==> src/hw/return_and_rotate_consts.svh <==
// constants for the return and rotate execution block
`ifndef RETURN_AND_ROTATE_CONSTS_SVH
`define RETURN_AND_ROTATE_CONSTS_SVH

// carrier widths
`define PC_WIDTH 21
`define RAM_ADDR_WIDTH 12

// instruction phases Q1..Q4
`define PHASE_Q1 2'h0
`define PHASE_Q2 2'h1
`define PHASE_Q3 2'h2
`define PHASE_Q4 2'h3

// opcode fields
`define RET_PREFIX 15'h0009
`define ROT_PREFIX 6'h0D
`define RESTORE_BIT 0
`define DEST_BIT 9
`define ACCESS_SEL_BIT 8

// flag bit positions
`define FLAG_CARRY 0
`define FLAG_ZERO 2
`define FLAG_NEG 4

// operand addressing
`define ACCESS_SPLIT 8'h80
`define INDEX_LIMIT 8'h5F
`define ACCESS_HIGH_BANK 4'hF
`define ACCESS_LOW_BANK 4'h0

// reset values
`define ACCUM_RESET 8'h00
`define FLAGS_RESET 5'h00
`define PAGE_RESET 8'h00
`define PC_RESET 21'h000000

`endif

==> src/hw/return_and_rotate_pkg.sv <==
// types for the return and rotate execution block
`default_nettype none
`include "return_and_rotate_consts.svh"

package return_and_rotate_pkg;

  typedef enum logic [1:0] {
    OP_NONE,
    OP_RET,
    OP_ROT,
    OP_RET_WAIT
  } opState_e;

  // shadow copies taken by the core
  typedef struct packed {
    logic [7:0] accum;
    logic [4:0] flags;
    logic [7:0] page;
  } shadowSet_s;

  // writes to accumulator, flags and page selector from the rest of the core
  typedef struct packed {
    logic accumWr;
    logic [7:0] accum;
    logic flagsWr;
    logic [4:0] flags;
    logic pageWr;
    logic [7:0] page;
  } coreWrite_s;

  typedef struct packed {
    logic [1:0] phase;
    opState_e op;
    logic [15:0] instr;
    logic [7:0] operand;
    logic [7:0] result;
    logic [`PC_WIDTH-1:0] pc;
    logic stackPop;
    logic [`RAM_ADDR_WIDTH-1:0] ramAddr;
    logic ramWrEn;
    logic [7:0] ramWrData;
    logic [7:0] accum;
    logic [4:0] flags;
    logic [7:0] page;
    logic busy;
  } state_s;

endpackage : return_and_rotate_pkg

`default_nettype wire

==> src/hw/return_and_rotate_exec.sv <==
// execution of return-from-subroutine and rotate-left-through-carry
`timescale 1ns/1ns
`default_nettype none
`include "return_and_rotate_consts.svh"

module return_and_rotate_exec #(
  parameter int PC_W = `PC_WIDTH,
  parameter int RAMA_W = `RAM_ADDR_WIDTH
) (
  // clock and reset
  input wire logic clk,
  input wire logic rst,
  // instruction in
  input wire logic [15:0] instr,
  input wire logic instrValid,
  // return stack
  input wire logic [PC_W-1:0] stackHead,
  output logic stackPop,
  output logic [PC_W-1:0] pc,
  // shadows and core writes
  input wire return_and_rotate_pkg::shadowSet_s shadow,
  input wire return_and_rotate_pkg::coreWrite_s coreWr,
  // addressing mode
  input wire logic extEnable,
  input wire logic [RAMA_W-1:0] indexBase,
  // data ram
  output logic [RAMA_W-1:0] ramAddr,
  input wire logic [7:0] ramRdData,
  output logic ramWrEn,
  output logic [7:0] ramWrData,
  // core state
  output logic [7:0] accumulator,
  output logic [4:0] flags,
  output logic [7:0] ramPageSelector,
  output logic [1:0] phase,
  output logic busy
);

  // ****************************************
  // elaboration checks
  // ****************************************
  if (PC_W != `PC_WIDTH || RAMA_W != `RAM_ADDR_WIDTH)
  begin : g_width_check
    $error("return_and_rotate_exec: widths must match the carrier types");
  end

  if (`FLAG_CARRY > 4 || `FLAG_ZERO > 4 || `FLAG_NEG > 4)
  begin : g_flag_check
    $error("return_and_rotate_exec: flag positions must lie inside the flag register");
  end

  if (`INDEX_LIMIT >= `ACCESS_SPLIT)
  begin : g_split_check
    $error("return_and_rotate_exec: indexed window must lie below the access split");
  end

  if (`RESTORE_BIT != 0)
  begin : g_restore_check
    $error("return_and_rotate_exec: restore select must be the last opcode bit");
  end

  if (`DEST_BIT != `ACCESS_SEL_BIT + 1)
  begin : g_field_check
    $error("return_and_rotate_exec: destination bit must sit just above access select");
  end

  if ($bits(`ACCESS_HIGH_BANK) + 8 != RAMA_W)
  begin : g_bank_check
    $error("return_and_rotate_exec: bank prefix and offset must fill the address");
  end

  // ****************************************
  // decode helpers
  // ****************************************
  function automatic logic isReturn(input logic [15:0] word);
    isReturn = (word[15:1] == `RET_PREFIX);
  endfunction : isReturn

  function automatic logic isRotate(input logic [15:0] word);
    isRotate = (word[15:10] == `ROT_PREFIX);
  endfunction : isRotate

  function automatic logic writesBack(input logic [15:0] word);
    writesBack = word[`DEST_BIT];
  endfunction : writesBack

  function automatic logic [7:0] rotateLeft(input logic [7:0] value, input logic carryIn);
    rotateLeft = {value[6:0], carryIn};
  endfunction : rotateLeft

  function automatic logic [4:0] rotateFlags(
    input logic [4:0] flagsIn,
    input logic [7:0] operand,
    input logic [7:0] result
  );
    rotateFlags = flagsIn;
    rotateFlags[`FLAG_CARRY] = operand[7];
    rotateFlags[`FLAG_NEG] = result[7];
    rotateFlags[`FLAG_ZERO] = (result == 8'h00);
  endfunction : rotateFlags

  function automatic logic [RAMA_W-1:0] operandAddr(
    input logic [15:0] word,
    input logic [7:0] page,
    input logic ext,
    input logic [RAMA_W-1:0] base
  );
    logic [7:0] f;
    f = word[7:0];
    if (word[`ACCESS_SEL_BIT])
    begin
      operandAddr = {page[RAMA_W-9:0], f};
    end
    else if (ext && f <= `INDEX_LIMIT)
    begin
      // indexed window wraps within the address width
      operandAddr = RAMA_W'(base + RAMA_W'(f));
    end
    else if (f >= `ACCESS_SPLIT)
    begin
      // access bank: low half at 000h, high half at F80h
      operandAddr = {`ACCESS_HIGH_BANK, f};
    end
    else
    begin
      operandAddr = {`ACCESS_LOW_BANK, f};
    end
  endfunction : operandAddr

  // ****************************************
  // state
  // ****************************************
  return_and_rotate_pkg::state_s state_q;
  return_and_rotate_pkg::state_s state_d;

  always_comb
  begin
    state_d = state_q;
    state_d.phase = 2'(state_q.phase + 2'h1);
    state_d.stackPop = 1'b0;
    state_d.ramWrEn = 1'b0;

    // writes from the rest of the core
    if (coreWr.accumWr)
    begin
      state_d.accum = coreWr.accum;
    end
    if (coreWr.flagsWr)
    begin
      state_d.flags = coreWr.flags;
    end
    if (coreWr.pageWr)
    begin
      state_d.page = coreWr.page;
    end

    case (state_q.phase)
      `PHASE_Q1:
      begin
        // decode; a return's second cycle takes no new instruction
        if (state_q.op == return_and_rotate_pkg::OP_NONE && instrValid)
        begin
          state_d.instr = instr;
          if (isReturn(instr))
          begin
            state_d.op = return_and_rotate_pkg::OP_RET;
          end
          else if (isRotate(instr))
          begin
            state_d.op = return_and_rotate_pkg::OP_ROT;
            state_d.ramAddr = operandAddr(instr, state_d.page, extEnable, indexBase);
          end
          else
          begin
            state_d.op = return_and_rotate_pkg::OP_NONE;
          end
        end
      end
      `PHASE_Q2:
      begin
        // register read
        if (state_q.op == return_and_rotate_pkg::OP_ROT)
        begin
          state_d.operand = ramRdData;
        end
      end
      `PHASE_Q3:
      begin
        if (state_q.op == return_and_rotate_pkg::OP_ROT)
        begin
          // process: rotate left through carry
          state_d.result = rotateLeft(state_q.operand, state_q.flags[`FLAG_CARRY]);
          state_d.ramWrData = state_d.result;
          state_d.ramWrEn = writesBack(state_q.instr);
        end
        else if (state_q.op == return_and_rotate_pkg::OP_RET)
        begin
          // pop strobe stands through Q4
          state_d.stackPop = 1'b1;
        end
      end
      `PHASE_Q4:
      begin
        case (state_q.op)
          return_and_rotate_pkg::OP_ROT:
          begin
            if (!writesBack(state_q.instr))
            begin
              state_d.accum = state_q.result;
            end
            state_d.flags = rotateFlags(state_d.flags, state_q.operand, state_q.result);
            state_d.op = return_and_rotate_pkg::OP_NONE;
          end
          return_and_rotate_pkg::OP_RET:
          begin
            // counter latches are not held here and stay untouched
            state_d.pc = stackHead;
            if (state_q.instr[`RESTORE_BIT])
            begin
              state_d.accum = shadow.accum;
              state_d.flags = shadow.flags;
              state_d.page = shadow.page;
            end
            // restore bit zero keeps the values chosen above
            state_d.op = return_and_rotate_pkg::OP_RET_WAIT;
          end
          return_and_rotate_pkg::OP_RET_WAIT:
          begin
            state_d.op = return_and_rotate_pkg::OP_NONE;
          end
          default:
          begin
            state_d.op = return_and_rotate_pkg::OP_NONE;
          end
        endcase
      end
      default:
      begin
        state_d.phase = `PHASE_Q1;
      end
    endcase

    // busy leaves its own flop together with the op it mirrors
    state_d.busy = (state_d.op == return_and_rotate_pkg::OP_RET_WAIT);
  end

  // ****************************************
  // state register
  // ****************************************
  always_ff @(posedge clk)
  begin
    if (rst)
    begin
      state_q.phase <= `PHASE_Q1;
      state_q.op <= return_and_rotate_pkg::OP_NONE;
      state_q.instr <= 16'h0000;
      state_q.operand <= 8'h00;
      state_q.result <= 8'h00;
      state_q.pc <= `PC_RESET;
      state_q.stackPop <= 1'b0;
      state_q.ramAddr <= '0;
      state_q.ramWrEn <= 1'b0;
      state_q.ramWrData <= 8'h00;
      state_q.accum <= `ACCUM_RESET;
      state_q.flags <= `FLAGS_RESET;
      state_q.page <= `PAGE_RESET;
      state_q.busy <= 1'b0;
    end
    else
    begin
      state_q <= state_d;
    end
  end

  // ****************************************
  // outputs
  // ****************************************
  assign stackPop = state_q.stackPop;
  assign pc = state_q.pc;
  assign ramAddr = state_q.ramAddr;
  assign ramWrEn = state_q.ramWrEn;
  assign ramWrData = state_q.ramWrData;
  assign accumulator = state_q.accum;
  assign flags = state_q.flags;
  assign ramPageSelector = state_q.page;
  assign phase = state_q.phase;
  assign busy = state_q.busy;

endmodule : return_and_rotate_exec

`default_nettype wire

==> config.mk <==
export PLATFORM = sky130hd
export DESIGN_NAME = return_and_rotate_exec
export DESIGN_NICKNAME = d
export VERILOG_FILES = /design/src/hw/return_and_rotate_pkg.sv /design/src/hw/return_and_rotate_exec.sv
export VERILOG_INCLUDE_DIRS = /design/src /design/src/hw
export SDC_FILE = /design/constraint.sdc
export NUM_CORES = 1
export LEC_CHECK = 0
export BUFFER_PORTS_ARGS = -buffer_cell sky130_fd_sc_hd__buf_4
export CAP_MARGIN = 15
export CORE_AREA = 2 2 124 126
export CTS_CLUSTER_SIZE = 24
export DETAILED_ROUTE_END_ITERATION = 16
export DIE_AREA = 0 0 126 128
export PLACE_DENSITY_LB_ADDON = 0.08
export SYNTH_ARGS = -nofsm -noshare
export SYNTH_HDL_FRONTEND = slang
export SYNTH_SLANG_ARGS = --single-unit
==> constraint.sdc <==
create_clock -name clk -period 1.8 [get_ports clk]
set_input_delay 0.09 -clock clk [delete_from_list [all_inputs] [get_ports clk]]
set_output_delay 0.09 -clock clk [all_outputs]
set_load 0.02 [all_outputs]
Word level (Yosys, flattened, before mapping)
Cells that the tools add are included.
- multiplexer cells: 17
- add/sub/neg operators: 2
- bitwise gates (word level): 3
- equal/unequal tests: 8
- reduce and logical (&&, ||, !) cells: 12
- magnitude comparators: 2
- operators by type and width (kind ; count):
    21-bit two-way mux ; 2
    12-bit two-way mux ; 3
    8-bit two-way mux ; 4
    13-bit one-hot mux with 2 select lines ; 1
    18-bit two-way mux ; 1
    15-bit by 4-bit equality test with 1-bit output (second input constant) ; 1
    12-bit by 8-bit adder with 12-bit output ; 1
    2-bit equality test (second input constant) ; 4
    8-bit >= comparator (second input constant) ; 1
    8-bit by 7-bit less-or-equal comparator with 1-bit output (second input constant) ; 1
    8-bit logical NOT ; 1
    2-bit AND reduction ; 4
    6-bit by 4-bit equality test with 1-bit output (second input constant) ; 1
    2-bit two-way mux ; 3
    3-bit OR reduction ; 2
    5-bit two-way mux ; 1
    2-bit by 1-bit equality test with 1-bit output (second input constant) ; 2
    2-bit logical NOT ; 2
    2-bit one-hot mux with 2 select lines ; 1
    4-bit AND reduction ; 1
    1-bit NOT ; 3
    2-bit by 1-bit adder with 2-bit output (second input constant) ; 1
    1-bit logical AND ; 2
    1-bit two-way mux ; 1
- register bits: 93
- output and inout bits: 67
- input bits: 106
- logic and storage cells: 57

Logic depth before layout (Yosys ltp)
Gate-level depths: netlist of the first run.
- depth in word-level cells: 6
- depth in mapped cells: 8
- mapped depth without buffers: 8

Worst setup path before layout of the first run
Ideal clock, no wire load.
- kind: reg-to-reg
- from: register, netlist name phase[0]
- to: register, netlist name ramAddr[8]
- cell stages (with the launch flop): 9
- library setup time: 0.116 ns
- required time: 1.684 ns
- period minus slack after synthesis: 1.691 ns
- buffers on the path: 1
- setup slack: 0.109 ns
- arrival time: 1.575 ns
- cells stage by stage: dfxtp_1 > inv_1 > ha_1 > nand3_1 > or3_1 > buf_2 > nand2_1 > a21oi_1 > a41o_1
- word-level cells in the longest chain between the ends: 2
- ends and longest elaborated chain (element ; line ; text):
    2-bit logical NOT ; return_and_rotate_exec.sv:157 ; case (state_q.phase)
    4-bit AND reduction (no line) ; n/a ;
Every way passes these cells.
A chain may end at the register's enable or synchronous reset.

Final worst setup path of the first run
- from: register state_q[98] (netlist bit)
- to: register, netlist name ramAddr[9]
- word-level cells in the longest chain between the ends: 3
- ends and longest elaborated chain (element ; line ; text):
    from (decl) ; return_and_rotate_exec.sv:133 ; return_and_rotate_pkg::state_s state_q;
    from (signal assigned) ; return_and_rotate_exec.sv:271 ; state_q <= state_d;
    2-bit logical NOT ; return_and_rotate_exec.sv:161 ; if (state_q.op == return_and_rotate_pkg::OP_NONE && instrValid)
    1-bit logical AND ; return_and_rotate_exec.sv:161 ;
    4-bit AND reduction (no line) ; n/a ;
Every way passes these cells.

==> results.toml, run 1 <==
[pwr]
power_density_mw_per_mm2 = 707.6
vdd_drop_max_uv = 424.4
leakage_nw = 2.615

[yosys]
post_synth_inst_count = 525
fraction_of_synthesized_cell_area_taken_by_the_top_area_cell_type = 0.3657
post_synth_main_area_contributors = "sky130_fd_sc_hd__dfxtp_1, sky130_fd_sc_hd__buf_4, sky130_fd_sc_hd__a21oi_1"
library_cell_occupying_the_most_area_in_the_post_synthesis_netlist = "sky130_fd_sc_hd__dfxtp_1"
asyncSetResetFlopFracSynth = 0
top_ff_cell_synth = "sky130_fd_sc_hd__dfxtp_1"
yosysWarningCount = 0
syn_nets = 647
ys_top_cells_by_count = "sky130_fd_sc_hd__nand2_1, sky130_fd_sc_hd__dfxtp_1, sky130_fd_sc_hd__a21oi_1"
synth.yosys.seq_area_share = 0.3657
leading_cell_type_by_number_of_instances_after_synthesis = "sky130_fd_sc_hd__nand2_1"
synth_edf_count = 0
postSynthRegisterBits = 79
post_synth_num_cell_types = 54
syn_area_mm2 = 0.004324
synth_area_per_cell_um2 = 8.236

[floorplanning]
fp.coreArea_mm2 = 0.01486
die_y_um = 128
fp.dieArea_mm2 = 0.01613
number_of_i_o_pins = 173
placementRows = 45
initial_utilization = 0.2909
die_width_um = 126

[layout]
flow.area_growth_from_synthesis_pct = 39.35
final_cell_count_no_fill = 860
register_area_mm2 = 0.001582
total_number_of_nets_in_the_final_design = 791
antennaDiodeCount = 0
final_design_area_no_fill_mm2 = 0.006026
fillCellCount = 1544
multi_input_comb_area_mm2 = 0.002122
fraction_of_final_layout_cells_sized_beyond_drive_strength_1 = 0.3452

[cts]
clock_tree.htree_level_count = 3
clk-insertion-delay-late_ns = 0.34
cts.sinks = 79
clk_transition_reported_paths_ns = 0.06
tritoncts_clock_tree = "yes"
ctsLongestPathBuffers = 2
numCtsBuffers = 9
cts-root-buf = "sky130_fd_sc_hd__clkbuf_16"
cts.repair_timing.setup_buffer_count = 0

[min_path]
min-delay-path-class = "input port to flop"
worst_hold_path.endpoint = "accumulator[5]"
hold_path_depth = 3
min_from = "shadow[18]"

[critical_path]
setup_cp_type = "flop to flop"
regToRegEndpoint = "ramAddr[9]"
reg2regPathDepth = 9
largest_fanout_of_any_net_on_the_critical_path = 7
slowest_stage = "sky130_fd_sc_hd__dfxtp_1"
critPathLaunchType = "flop"
r2r_start = "state_q[98]"
critical-path-top-cell-by-count = "sky130_fd_sc_hd__buf_4"
cp.arrival_ns = 1.95
timing.critical_path.max_delay_family = "buffers and inverters"
crit_path_buf_inv_count = 3
worst-r2r-setup-slack_ns = 0.13
cp-end-kind = "flop"
data_required_time_at_the_worst_endpoint_ns = 2.08
cp_slowest_stage_delay_ns = 0.31
critical_path.cell_chain = "inv_1 -> ha_1 -> nand3_2 -> nor3_2 -> buf_4 -> buf_4 -> nand4b_1 -> a21oi_1 -> a211o_1"

[routing]
route.final.wire_length_um = 12730
drt-pass1-iter-count = 4
route.detailed.drc = 0
vias = 4047
drt-vias-per-instance = 4.706
drt_first_iter_violations = 171
drtAntennaViolNets = 0
avgRoutedWirePerCell_um = 14.80

[grt]
first_global_vias = 3998
wire_length_of_the_first_global_routing_pass_um = 20180
grt_start_max_net_pins = 41
grtUsageTotal = 0.1570
grt_antenna_before_repair = 0
overflow = 0

[placed_design]
placement.cell_area_mm2 = 0.005431
dp.cells = 816
numPortBuffers = 172
dp_hpwl_um = 9398
gp_congestion = 0.7402

[timing]
layout_min_cycle_time_ns = 1.666
achievable-frequency_mhz = 600.1
tightestPinTransition_ns = 0.4517
final-max-slew-violation-count = 0
final_setup_violation_count = 0
fin_crit_sh = 0.9258
final.setup_skew_ns = 0.01054
max-slew-margin-rel = 0.6989
final_hold_vios = 0
rsz_0062_raised_after_global_routing = "true"

[run]
cap_violations = 0

[run_status]
status = "finished, final reports clean"
[kinds of logic (layout without fill, tap and decap cells)]
logic type      Yosys count  count (layout)  synth area share
simple gates            174             174            0.1869
compound gates          128             128            0.1892
buf+inv                 102             249            0.1464
flops                    79              79            0.3657
mux                      25              25           0.06163
fa+ha+maj                16              16           0.04803
xor+xnor                  1               1          0.002026
[state kept, by name, indices dropped and copies added (netlist names)]
register / flops
accumulator: 8
busy: 1
flags: 5
pc: 21
phase: 2
ramAddr: 12
ramPageSelector: 8
ramWrData: 8
ramWrEn: 1
stackPop: 1
state_q: 12
[metrics by stage]
step / hold WS [ns] / setup TNS [ns] / worst slack [ns] / power, W / utilization
3_5_place_dp: 0.3441 / -0.05960 / -0.01879 / 0.002490 / 0.3654
2_1_floorplan: 0.2260 / 0 / 0.1088 / 0.002198 / -
4_1_cts: 0.0004035 / 0 / 0.07862 / 0.004349 / 0.4048
5_1_grt: 0.004798 / 0 / 0.007233 / 0.004479 / 0.4054
6_report: 0.008417 / 0 / 0.1336 / 0.004264 / 0.4054
3_3_place_gp: 0.3365 / 0 / 0.005960 / 0.002486 / 0.3654
[per-layer routing]
layer / wire length [um] / track usage
met5: 0 / 0
met4: 201 / 0.06141
met3: 696 / 0.03381
met2: 6202 / 0.2691
met1: 5628 / 0.1926
[layout make-up]
cell class | instances | area share
clock buffer | 10 | 0.03800
clock inverter | 4 | 0.008098
inverter | 9 | 0.005606
multi-input combinational | 344 | 0.3522
sequential | 79 | 0.2625
tap | 188 | 0.03904
timing repair buffer | 226 | 0.2946
[power breakdown]
part           internal, W  switching (W)  total (W)  leakage [nW]
Sequential         0.00179      0.0000223    0.00181         0.641
Combinational     0.000384       0.000308   0.000692          1.84
Clock              0.00106       0.000707    0.00176         0.138
[repair_timing]
action | 4_1_cts | 5_1_grt
endpoints found under the hold margin | 30 | 0
pin swaps | 0 | 1
resized for setup | 2 | 2
setup endpoints to repair | 9 | 5
hold buffers | 30 | 0
[how the worst max path moves through the flow]
stage	to	slack, ns	cells after the start	start
2_1_floorplan	ramAddr[8]	0.11	8	phase[0]
3_3_place_gp	ramAddr[8]	0.006	7	state_q[98]
3_5_place_dp	accumulator[5]	-0.02	6	state_q[98]
4_1_cts	ramAddr[11]	0.08	8	state_q[98]
5_1_grt	ramAddr[11]	0.007	8	state_q[98]
6_report	ramAddr[9]	0.13	9	state_q[98]
[cells in the final DEF (no fill, tap or decap), types with 5 or more instances in the layout]
master and instances:
sky130_fd_sc_hd__a21o_1 7, sky130_fd_sc_hd__buf_4 195, sky130_fd_sc_hd__dlygate4sd3_1 30, sky130_fd_sc_hd__nor2_1 24, sky130_fd_sc_hd__nand3_1 21, sky130_fd_sc_hd__inv_1 9, sky130_fd_sc_hd__mux2_2 13, sky130_fd_sc_hd__nor2b_1 6
sky130_fd_sc_hd__a21oi_1 66, sky130_fd_sc_hd__a22oi_1 11, sky130_fd_sc_hd__mux2i_1 12, sky130_fd_sc_hd__nand2_1 87, sky130_fd_sc_hd__nor3_1 8, sky130_fd_sc_hd__o211ai_1 5, sky130_fd_sc_hd__a211oi_1 14, sky130_fd_sc_hd__dfxtp_1 79
sky130_fd_sc_hd__clkbuf_16 9, sky130_fd_sc_hd__ha_1 15
[worst reg2reg max path, cell delays in order, from the launching register on]
cell and delay [ns]:
sky130_fd_sc_hd__dfxtp_1 0.31, sky130_fd_sc_hd__inv_1 0.09, sky130_fd_sc_hd__ha_1 0.20, sky130_fd_sc_hd__nand3_2 0.12, sky130_fd_sc_hd__nor3_2 0.21, sky130_fd_sc_hd__buf_4 0.18, sky130_fd_sc_hd__buf_4 0.16, sky130_fd_sc_hd__nand4b_1 0.10
sky130_fd_sc_hd__a21oi_1 0.14, sky130_fd_sc_hd__a211o_1 0.11
Note: power is estimated with default switching activity, not from simulation.
==> inputs of run 2 (changes only) <==
==> constraint.sdc (replaced) <==
create_clock -name clk -period 1.8 [get_ports clk]
set_input_delay 0.18 -clock clk [delete_from_list [all_inputs] [get_ports clk]]
set_output_delay 0.18 -clock clk [all_outputs]
set_load 0.02 [all_outputs]
==> run 2 against run 1 <==
Against the previous run:
- combinational power fell by 5.6%
- hold slack improved by 0.076 ns
- sequential power barely moved
- sequential cell count did not move
- setup slack improved by 0.014 ns
- non-clock buffer count fell by 23
- clock skew fell by 0.0022 ns
- sequential share of layout area rose by 0.97 points
- power rose by 1.6%
- die area did not move
- critical path type unchanged
- critical endpoint is now ramAddr[11]
- largest cell class unchanged
- highest routed layer unchanged
==> results.toml, run 2 (same netlist as run 1, synthesis figures left out) <==
[run_status]
status = "finished, final reports clean"

[floorplanning]
initial_utilization = 0.2909
fp.dieArea_mm2 = 0.01613
number_of_i_o_pins = 173
die_width_um = 126
die_y_um = 128
placementRows = 45
fp.coreArea_mm2 = 0.01486

[critical_path]
setup_cp_type = "flop to flop"
cp.arrival_ns = 1.91
reg2regPathDepth = 8
largest_fanout_of_any_net_on_the_critical_path = 6
cp-end-kind = "flop"
worst-r2r-setup-slack_ns = 0.15
data_required_time_at_the_worst_endpoint_ns = 2.06
critPathLaunchType = "flop"

[cts]
clk-insertion-delay-late_ns = 0.34
numCtsBuffers = 9
cts.sinks = 79
cts_hold_fix_bufs = 0
clk_transition_reported_paths_ns = 0.06
clock_tree.htree_level_count = 3
cts-root-buf = "sky130_fd_sc_hd__clkbuf_16"
ctsLongestPathBuffers = 2
tritoncts_clock_tree = "yes"

[placed_design]
gp_congestion = 0.7410
placement.cell_area_mm2 = 0.005474
dp_hpwl_um = 9535
post-place-ws_ns = -0.1221
numPortBuffers = 172

[layout]
multi_input_comb_area_mm2 = 0.002125
fraction_of_final_layout_cells_sized_beyond_drive_strength_1 = 0.3692
biggestRegsByFlops = "pc (21), ramAddr (12), state_q (12)"
largest_reg_by_ff_count = "pc"
total_number_of_nets_in_the_final_design = 768
largest_register_ffs = 21
fillCellCount = 1557
antennaDiodeCount = 0
final_design_area_no_fill_mm2 = 0.005812
register_area_mm2 = 0.001582
commonest_cells_after_routing_fill_and_taps_aside = "sky130_fd_sc_hd__buf_4, sky130_fd_sc_hd__nand2_1, sky130_fd_sc_hd__dfxtp_1"
final_core_utilization = 0.3910
mostFrequentLayoutCell = "sky130_fd_sc_hd__buf_4"
flow.area_growth_from_synthesis_pct = 34.40

[timing]
fin_crit_sh = 0.9179
final_hold_vios = 0
final-max-slew-violation-count = 0
max-slew-margin-rel = 0.6897
fin_worst_hold_slack_ns = 0.08425
postLayoutSetupSlackWorst_ns = 0.1478
final.setup_skew_ns = 0.008312
layout_min_cycle_time_ns = 1.652
tightestPinTransition_ns = 0.4654
achievable-frequency_mhz = 605.3
final_setup_violation_count = 0

[grt]
grt_start_max_net_pins = 43
grtUsageTotal = 0.1545
overflow = 0
wire_length_of_the_first_global_routing_pass_um = 19880
first_global_vias = 3879
grt_antenna_before_repair = 0

[min_path]
min-delay-path-class = "input port to flop"
hold_path_depth = 3

[routing]
drt-pass1-iter-count = 4
wl_met1_um = 5859
route.final.wire_length_um = 12830
avgRoutedWirePerCell_um = 15.31
drtAntennaViolNets = 0
drt_first_iter_violations = 176
route.met3.wl_um = 701
vias = 3978
wl_met2_um = 6080
drt-vias-per-instance = 4.747
route.detailed.drc = 0
top_sig_layer = "met4"

[pwr]
switching_share = 0.2424
p_switching_w = 0.001050
p_clk_frac = 0.432
internal_power_w = 0.003283
fin_total_pwr_w = 0.004333
comb_pwr_share = 0.151
power_density_mw_per_mm2 = 745.6
p_seq_frac = 0.417
leakage_nw = 2.533
vdd_drop_max_uv = 385.3

[run]
cap_violations = 0
[run 2: cell types whose count changed in the layout (fill, tap and decap cells not counted)]
cell and change:
sky130_fd_sc_hd__clkinv_2 -2, sky130_fd_sc_hd__buf_2 +1, sky130_fd_sc_hd__buf_12 +1, sky130_fd_sc_hd__inv_6 +1
sky130_fd_sc_hd__clkbuf_1 +1, sky130_fd_sc_hd__clkbuf_8 +2, sky130_fd_sc_hd__nand2_2 +1, sky130_fd_sc_hd__nand2_1 -1
sky130_fd_sc_hd__clkinv_4 -1, sky130_fd_sc_hd__dlygate4sd3_1 -30, sky130_fd_sc_hd__buf_4 +5
[run 2: layout make-up]
class                           instances  share of cell area
Sequential cell                        79              0.2721
Tap cell                              188             0.04047
Multi-Input combinational cell        344              0.3656
Clock inverter                          2            0.006674
Inverter                                9            0.005813
Timing Repair Buffer                  203              0.2646
Clock buffer                           13             0.04478
[run 2: per-stage QoR]
stage	TNS, ns	std cells
2_1_floorplan	0	525
3_3_place_gp	-0.2748	820
3_5_place_dp	-0.4031	820
4_1_cts	0	835
5_1_grt	-0.01926	838
6_report	0	838
[run 2: critical path: stages (launching register included)]
cell                       delay [ns]
sky130_fd_sc_hd__dfxtp_1         0.31
sky130_fd_sc_hd__inv_1           0.07
sky130_fd_sc_hd__ha_1            0.19
sky130_fd_sc_hd__nand3_2         0.12
sky130_fd_sc_hd__nor3_2          0.20
sky130_fd_sc_hd__buf_4           0.19
sky130_fd_sc_hd__nand2_1         0.06
sky130_fd_sc_hd__a2111o_1        0.34
sky130_fd_sc_hd__o211ai_1        0.10
[run 2: power by group through the flow]
stage / clock (W) / combinational, W / sequential (W)
2_1_floorplan: 0 / 0.000358 / 0.00184
3_3_place_gp: 0 / 0.000649 / 0.00184
3_5_place_dp: 0 / 0.000654 / 0.00185
4_1_cts: 0.00195 / 0.000657 / 0.00181
5_1_grt: 0.00201 / 0.000711 / 0.00181
6_report: 0.00187 / 0.000653 / 0.00181
[run 2: what timing repair did]
item                                    4_1_cts  5_1_grt
cloned                                        0        1
resized for setup                             2        3
endpoints found under the setup margin        4        5
buffers inserted                              0        2
pin swaps                                     0        1
hold endpoints to repair                      0        0
[run 2: path summary, 6_finish.rpt]
check,start,to
min,shadow[15],accumulator[2]
min reg2reg,pc[3],pc[3]
max,state_q[97],ramAddr[11]
max reg2reg,state_q[97],ramAddr[11]
[run 2: layer usage]
layer | up-vias | global-route usage
li1 | 2011 | -
met1 | 1827 | 0.1981
met2 | 128 | 0.2536
met3 | 12 | 0.03422
met4 | 0 | 0.06076
met5 | - | 0
==> inputs of run 3 (changes only) <==
--- a/config.mk
+++ b/config.mk
@@ -6,12 +6,12 @@
 export SDC_FILE = /design/constraint.sdc
 export NUM_CORES = 1
 export LEC_CHECK = 0
-export BUFFER_PORTS_ARGS = -buffer_cell sky130_fd_sc_hd__buf_4
 export CAP_MARGIN = 15
 export CORE_AREA = 2 2 124 126
 export CTS_CLUSTER_SIZE = 24
 export DETAILED_ROUTE_END_ITERATION = 16
 export DIE_AREA = 0 0 126 128
+export DONT_BUFFER_PORTS = 1
 export PLACE_DENSITY_LB_ADDON = 0.08
 export SYNTH_ARGS = -nofsm -noshare
 export SYNTH_HDL_FRONTEND = slang
==> constraint.sdc (replaced) <==
create_clock -name clk -period 1.8 [get_ports clk]
set_input_delay 0.18 -clock clk [delete_from_list [all_inputs] [get_ports clk]]
set_output_delay 0.18 -clock clk [all_outputs]
set_load 0.01 [all_outputs]
==> run 3 against run 2 <==
Against the previous run:
- core utilization shrank 6.0 points
- sequential share of layout area grew 5.0 points
- sequential cell count is the same
- count of clock-buffer cells in the layout shrank 1
- power shrank 5.0%
- highest routed layer unchanged
==> results.toml, run 3 (same netlist as run 1, synthesis figures left out) <==
[run_status]
status = "finished, final reports clean"

[layout]
antennaDiodeCount = 0
largest_reg_by_ff_count = "pc"
flow.area_growth_from_synthesis_pct = 13.72
biggestRegsByFlops = "pc (21), ramAddr (12), state_q (12)"
largest_register_ffs = 21
commonest_cells_after_routing_fill_and_taps_aside = "sky130_fd_sc_hd__nand2_1, sky130_fd_sc_hd__dfxtp_1, sky130_fd_sc_hd__a21oi_1"
final_core_utilization = 0.3308
final_cell_count_no_fill = 702
fraction_of_final_layout_cells_sized_beyond_drive_strength_1 = 0.1206
mostFrequentLayoutCell = "sky130_fd_sc_hd__nand2_1"
fillCellCount = 1584
total_number_of_nets_in_the_final_design = 632

[min_path]
min-delay-path-class = "input port to flop"
min_from = "rst"
hold_path_depth = 2
worst_hold_path.endpoint = "ramAddr[11]"

[pwr]
fin_total_pwr_w = 0.004116
vdd_drop_max_uv = 507.0
p_clk_frac = 0.452
switching_share = 0.2429
internal_power_w = 0.003116
leakage_nw = 1.828
comb_pwr_share = 0.105
power_density_mw_per_mm2 = 837.1
p_seq_frac = 0.443
p_switching_w = 0.0009998

[cts]
clk_transition_reported_paths_ns = 0.06
cts.sinks = 79
tritoncts_clock_tree = "yes"
clk-insertion-delay-late_ns = 0.35
clock_tree.htree_level_count = 3
cts-root-buf = "sky130_fd_sc_hd__clkbuf_16"
numCtsBuffers = 9
ctsLongestPathBuffers = 2

[critical_path]
critPathLaunchType = "flop"
data_required_time_at_the_worst_endpoint_ns = 2.03
reg2regPathDepth = 7
r2r_start = "state_q[97]"
critical_path.cell_chain = "inv_1 -> ha_1 -> nand3_2 -> or3_4 -> nand2_1 -> a21oi_1 -> a41o_1"
setup_cp_type = "flop to flop"
largest_fanout_of_any_net_on_the_critical_path = 8
worst-r2r-setup-slack_ns = 0.13
cp_slowest_stage_delay_ns = 0.47
cp.arrival_ns = 1.90
slowest_stage = "sky130_fd_sc_hd__or3_4"
regToRegEndpoint = "ramAddr[8]"
cp-end-kind = "flop"

[timing]
final_hold_vios = 0
max-slew-margin-rel = 0.7098
achievable-frequency_mhz = 599.9
fin_crit_sh = 0.9261
final-max-slew-violation-count = 0
final.setup_skew_ns = 0.01419
layout_min_cycle_time_ns = 1.667
final_setup_violation_count = 0
fin_worst_hold_slack_ns = 0.01091
tightestPinTransition_ns = 0.4313
rsz_0062_raised_after_global_routing = "false"
setup-tns-final_ns = 0

[routing]
drtAntennaViolNets = 0
drt_first_iter_violations = 136
drt-vias-per-instance = 5.038
avgRoutedWirePerCell_um = 17.81
drt-pass1-iter-count = 4
route.detailed.drc = 0
route.final.wire_length_um = 12500
vias = 3537

[floorplanning]
fp.coreArea_mm2 = 0.01486
initial_utilization = 0.2909
die_y_um = 128
die_width_um = 126
fp.dieArea_mm2 = 0.01613
number_of_i_o_pins = 173
placementRows = 45

[grt]
first_global_vias = 3590
grt_start_max_net_pins = 75
grt_antenna_before_repair = 0
overflow = 0
grtUsageTotal = 0.1517
wire_length_of_the_first_global_routing_pass_um = 19180

[placed_design]
gp_congestion = 0.7683
dp_hpwl_um = 8677
dp.cells = 640
numPortBuffers = 0

[run]
cap_violations = 0
-- run 3: cell count changes in the layout (fill, tap and decap cells not counted), sizes merged --
cell and change:
inv -1, clkbuf -1, buf -180, clkinv +2
dlygate4sd3 +44
-- run 3: through the flow --
| step | cell area (um^2) | setup slack (ns) |
|---|---|---|
| 5_1_grt | 4917 | 0.01476 |
| 3_5_place_dp | 4110 | -0.1061 |
| 3_3_place_gp | 4110 | -0.1319 |
| 4_1_cts | 4886 | 0.02497 |
| 6_report | 4917 | 0.1331 |
| 2_1_floorplan | 4324 | 0.1088 |
-- run 3: worst max-delay path by stage --
stage / start / endpoint / slack (ns)
after detailed placement: state_q[98] / ramAddr[9] / -0.11
final: state_q[97] / ramAddr[8] / 0.13
after CTS: state_q[97] / ramAddr[8] / 0.02
after global placement: state_q[97] / ramAddr[9] / -0.13
after floorplan: phase[0] / ramAddr[8] / 0.11
after global routing: state_q[97] / ramAddr[8] / 0.01
-- run 3: timing repair --
action,in CTS,in global routing
hold endpoints to repair,75,0
hold buffers,45,0
buffers inserted,0,2
pin swaps,1,2
gates resized for setup,4,5
endpoints found under the setup margin,15,22
-- run 3: critical path, delay by kind of cell, from the launching register on --
| kind | cells | cell delay, ns |
|---|---|---|
| AOI/OAI and AO/OA | 2 | 0.26 |
| adders and majority gates | 1 | 0.20 |
| buffers and inverters | 1 | 0.07 |
| DFF | 1 | 0.31 |
| and+or+nand+nor | 3 | 0.71 |
-- run 3: area by class of cell --
class / instances / area [um^2] / area share
repair buffers: 67 / 636.9 / 0.1295
inverters: 9 / 33.78 / 0.006870
multi-input cells: 344 / 2140 / 0.4351
flip-flops and latches: 79 / 1582 / 0.3216
clock inverters: 3 / 43.79 / 0.008906
clock buffers: 12 / 246.5 / 0.05013
well taps: 188 / 235.2 / 0.04784
-- run 3: layer usage --
layer | wire length (um) | vias up | global-route usage
met5 | 0 | - | 0
met4 | 197 | 0 | 0.05753
met3 | 937 | 15 | 0.05259
met2 | 5998 | 123 | 0.2521
met1 | 5369 | 1653 | 0.1813
li1 | - | 1746 | -
-- run 3: power by group through the flow --
stage / logic, W / registers [W] / clock network (W)
floorplan: 0.000332 / 0.00184 / 0
global placement: 0.000306 / 0.00186 / 0
detailed placement: 0.000311 / 0.00186 / 0
CTS: 0.000431 / 0.00182 / 0.00193
global route: 0.000479 / 0.00183 / 0.00200
finish: 0.000431 / 0.00183 / 0.00186
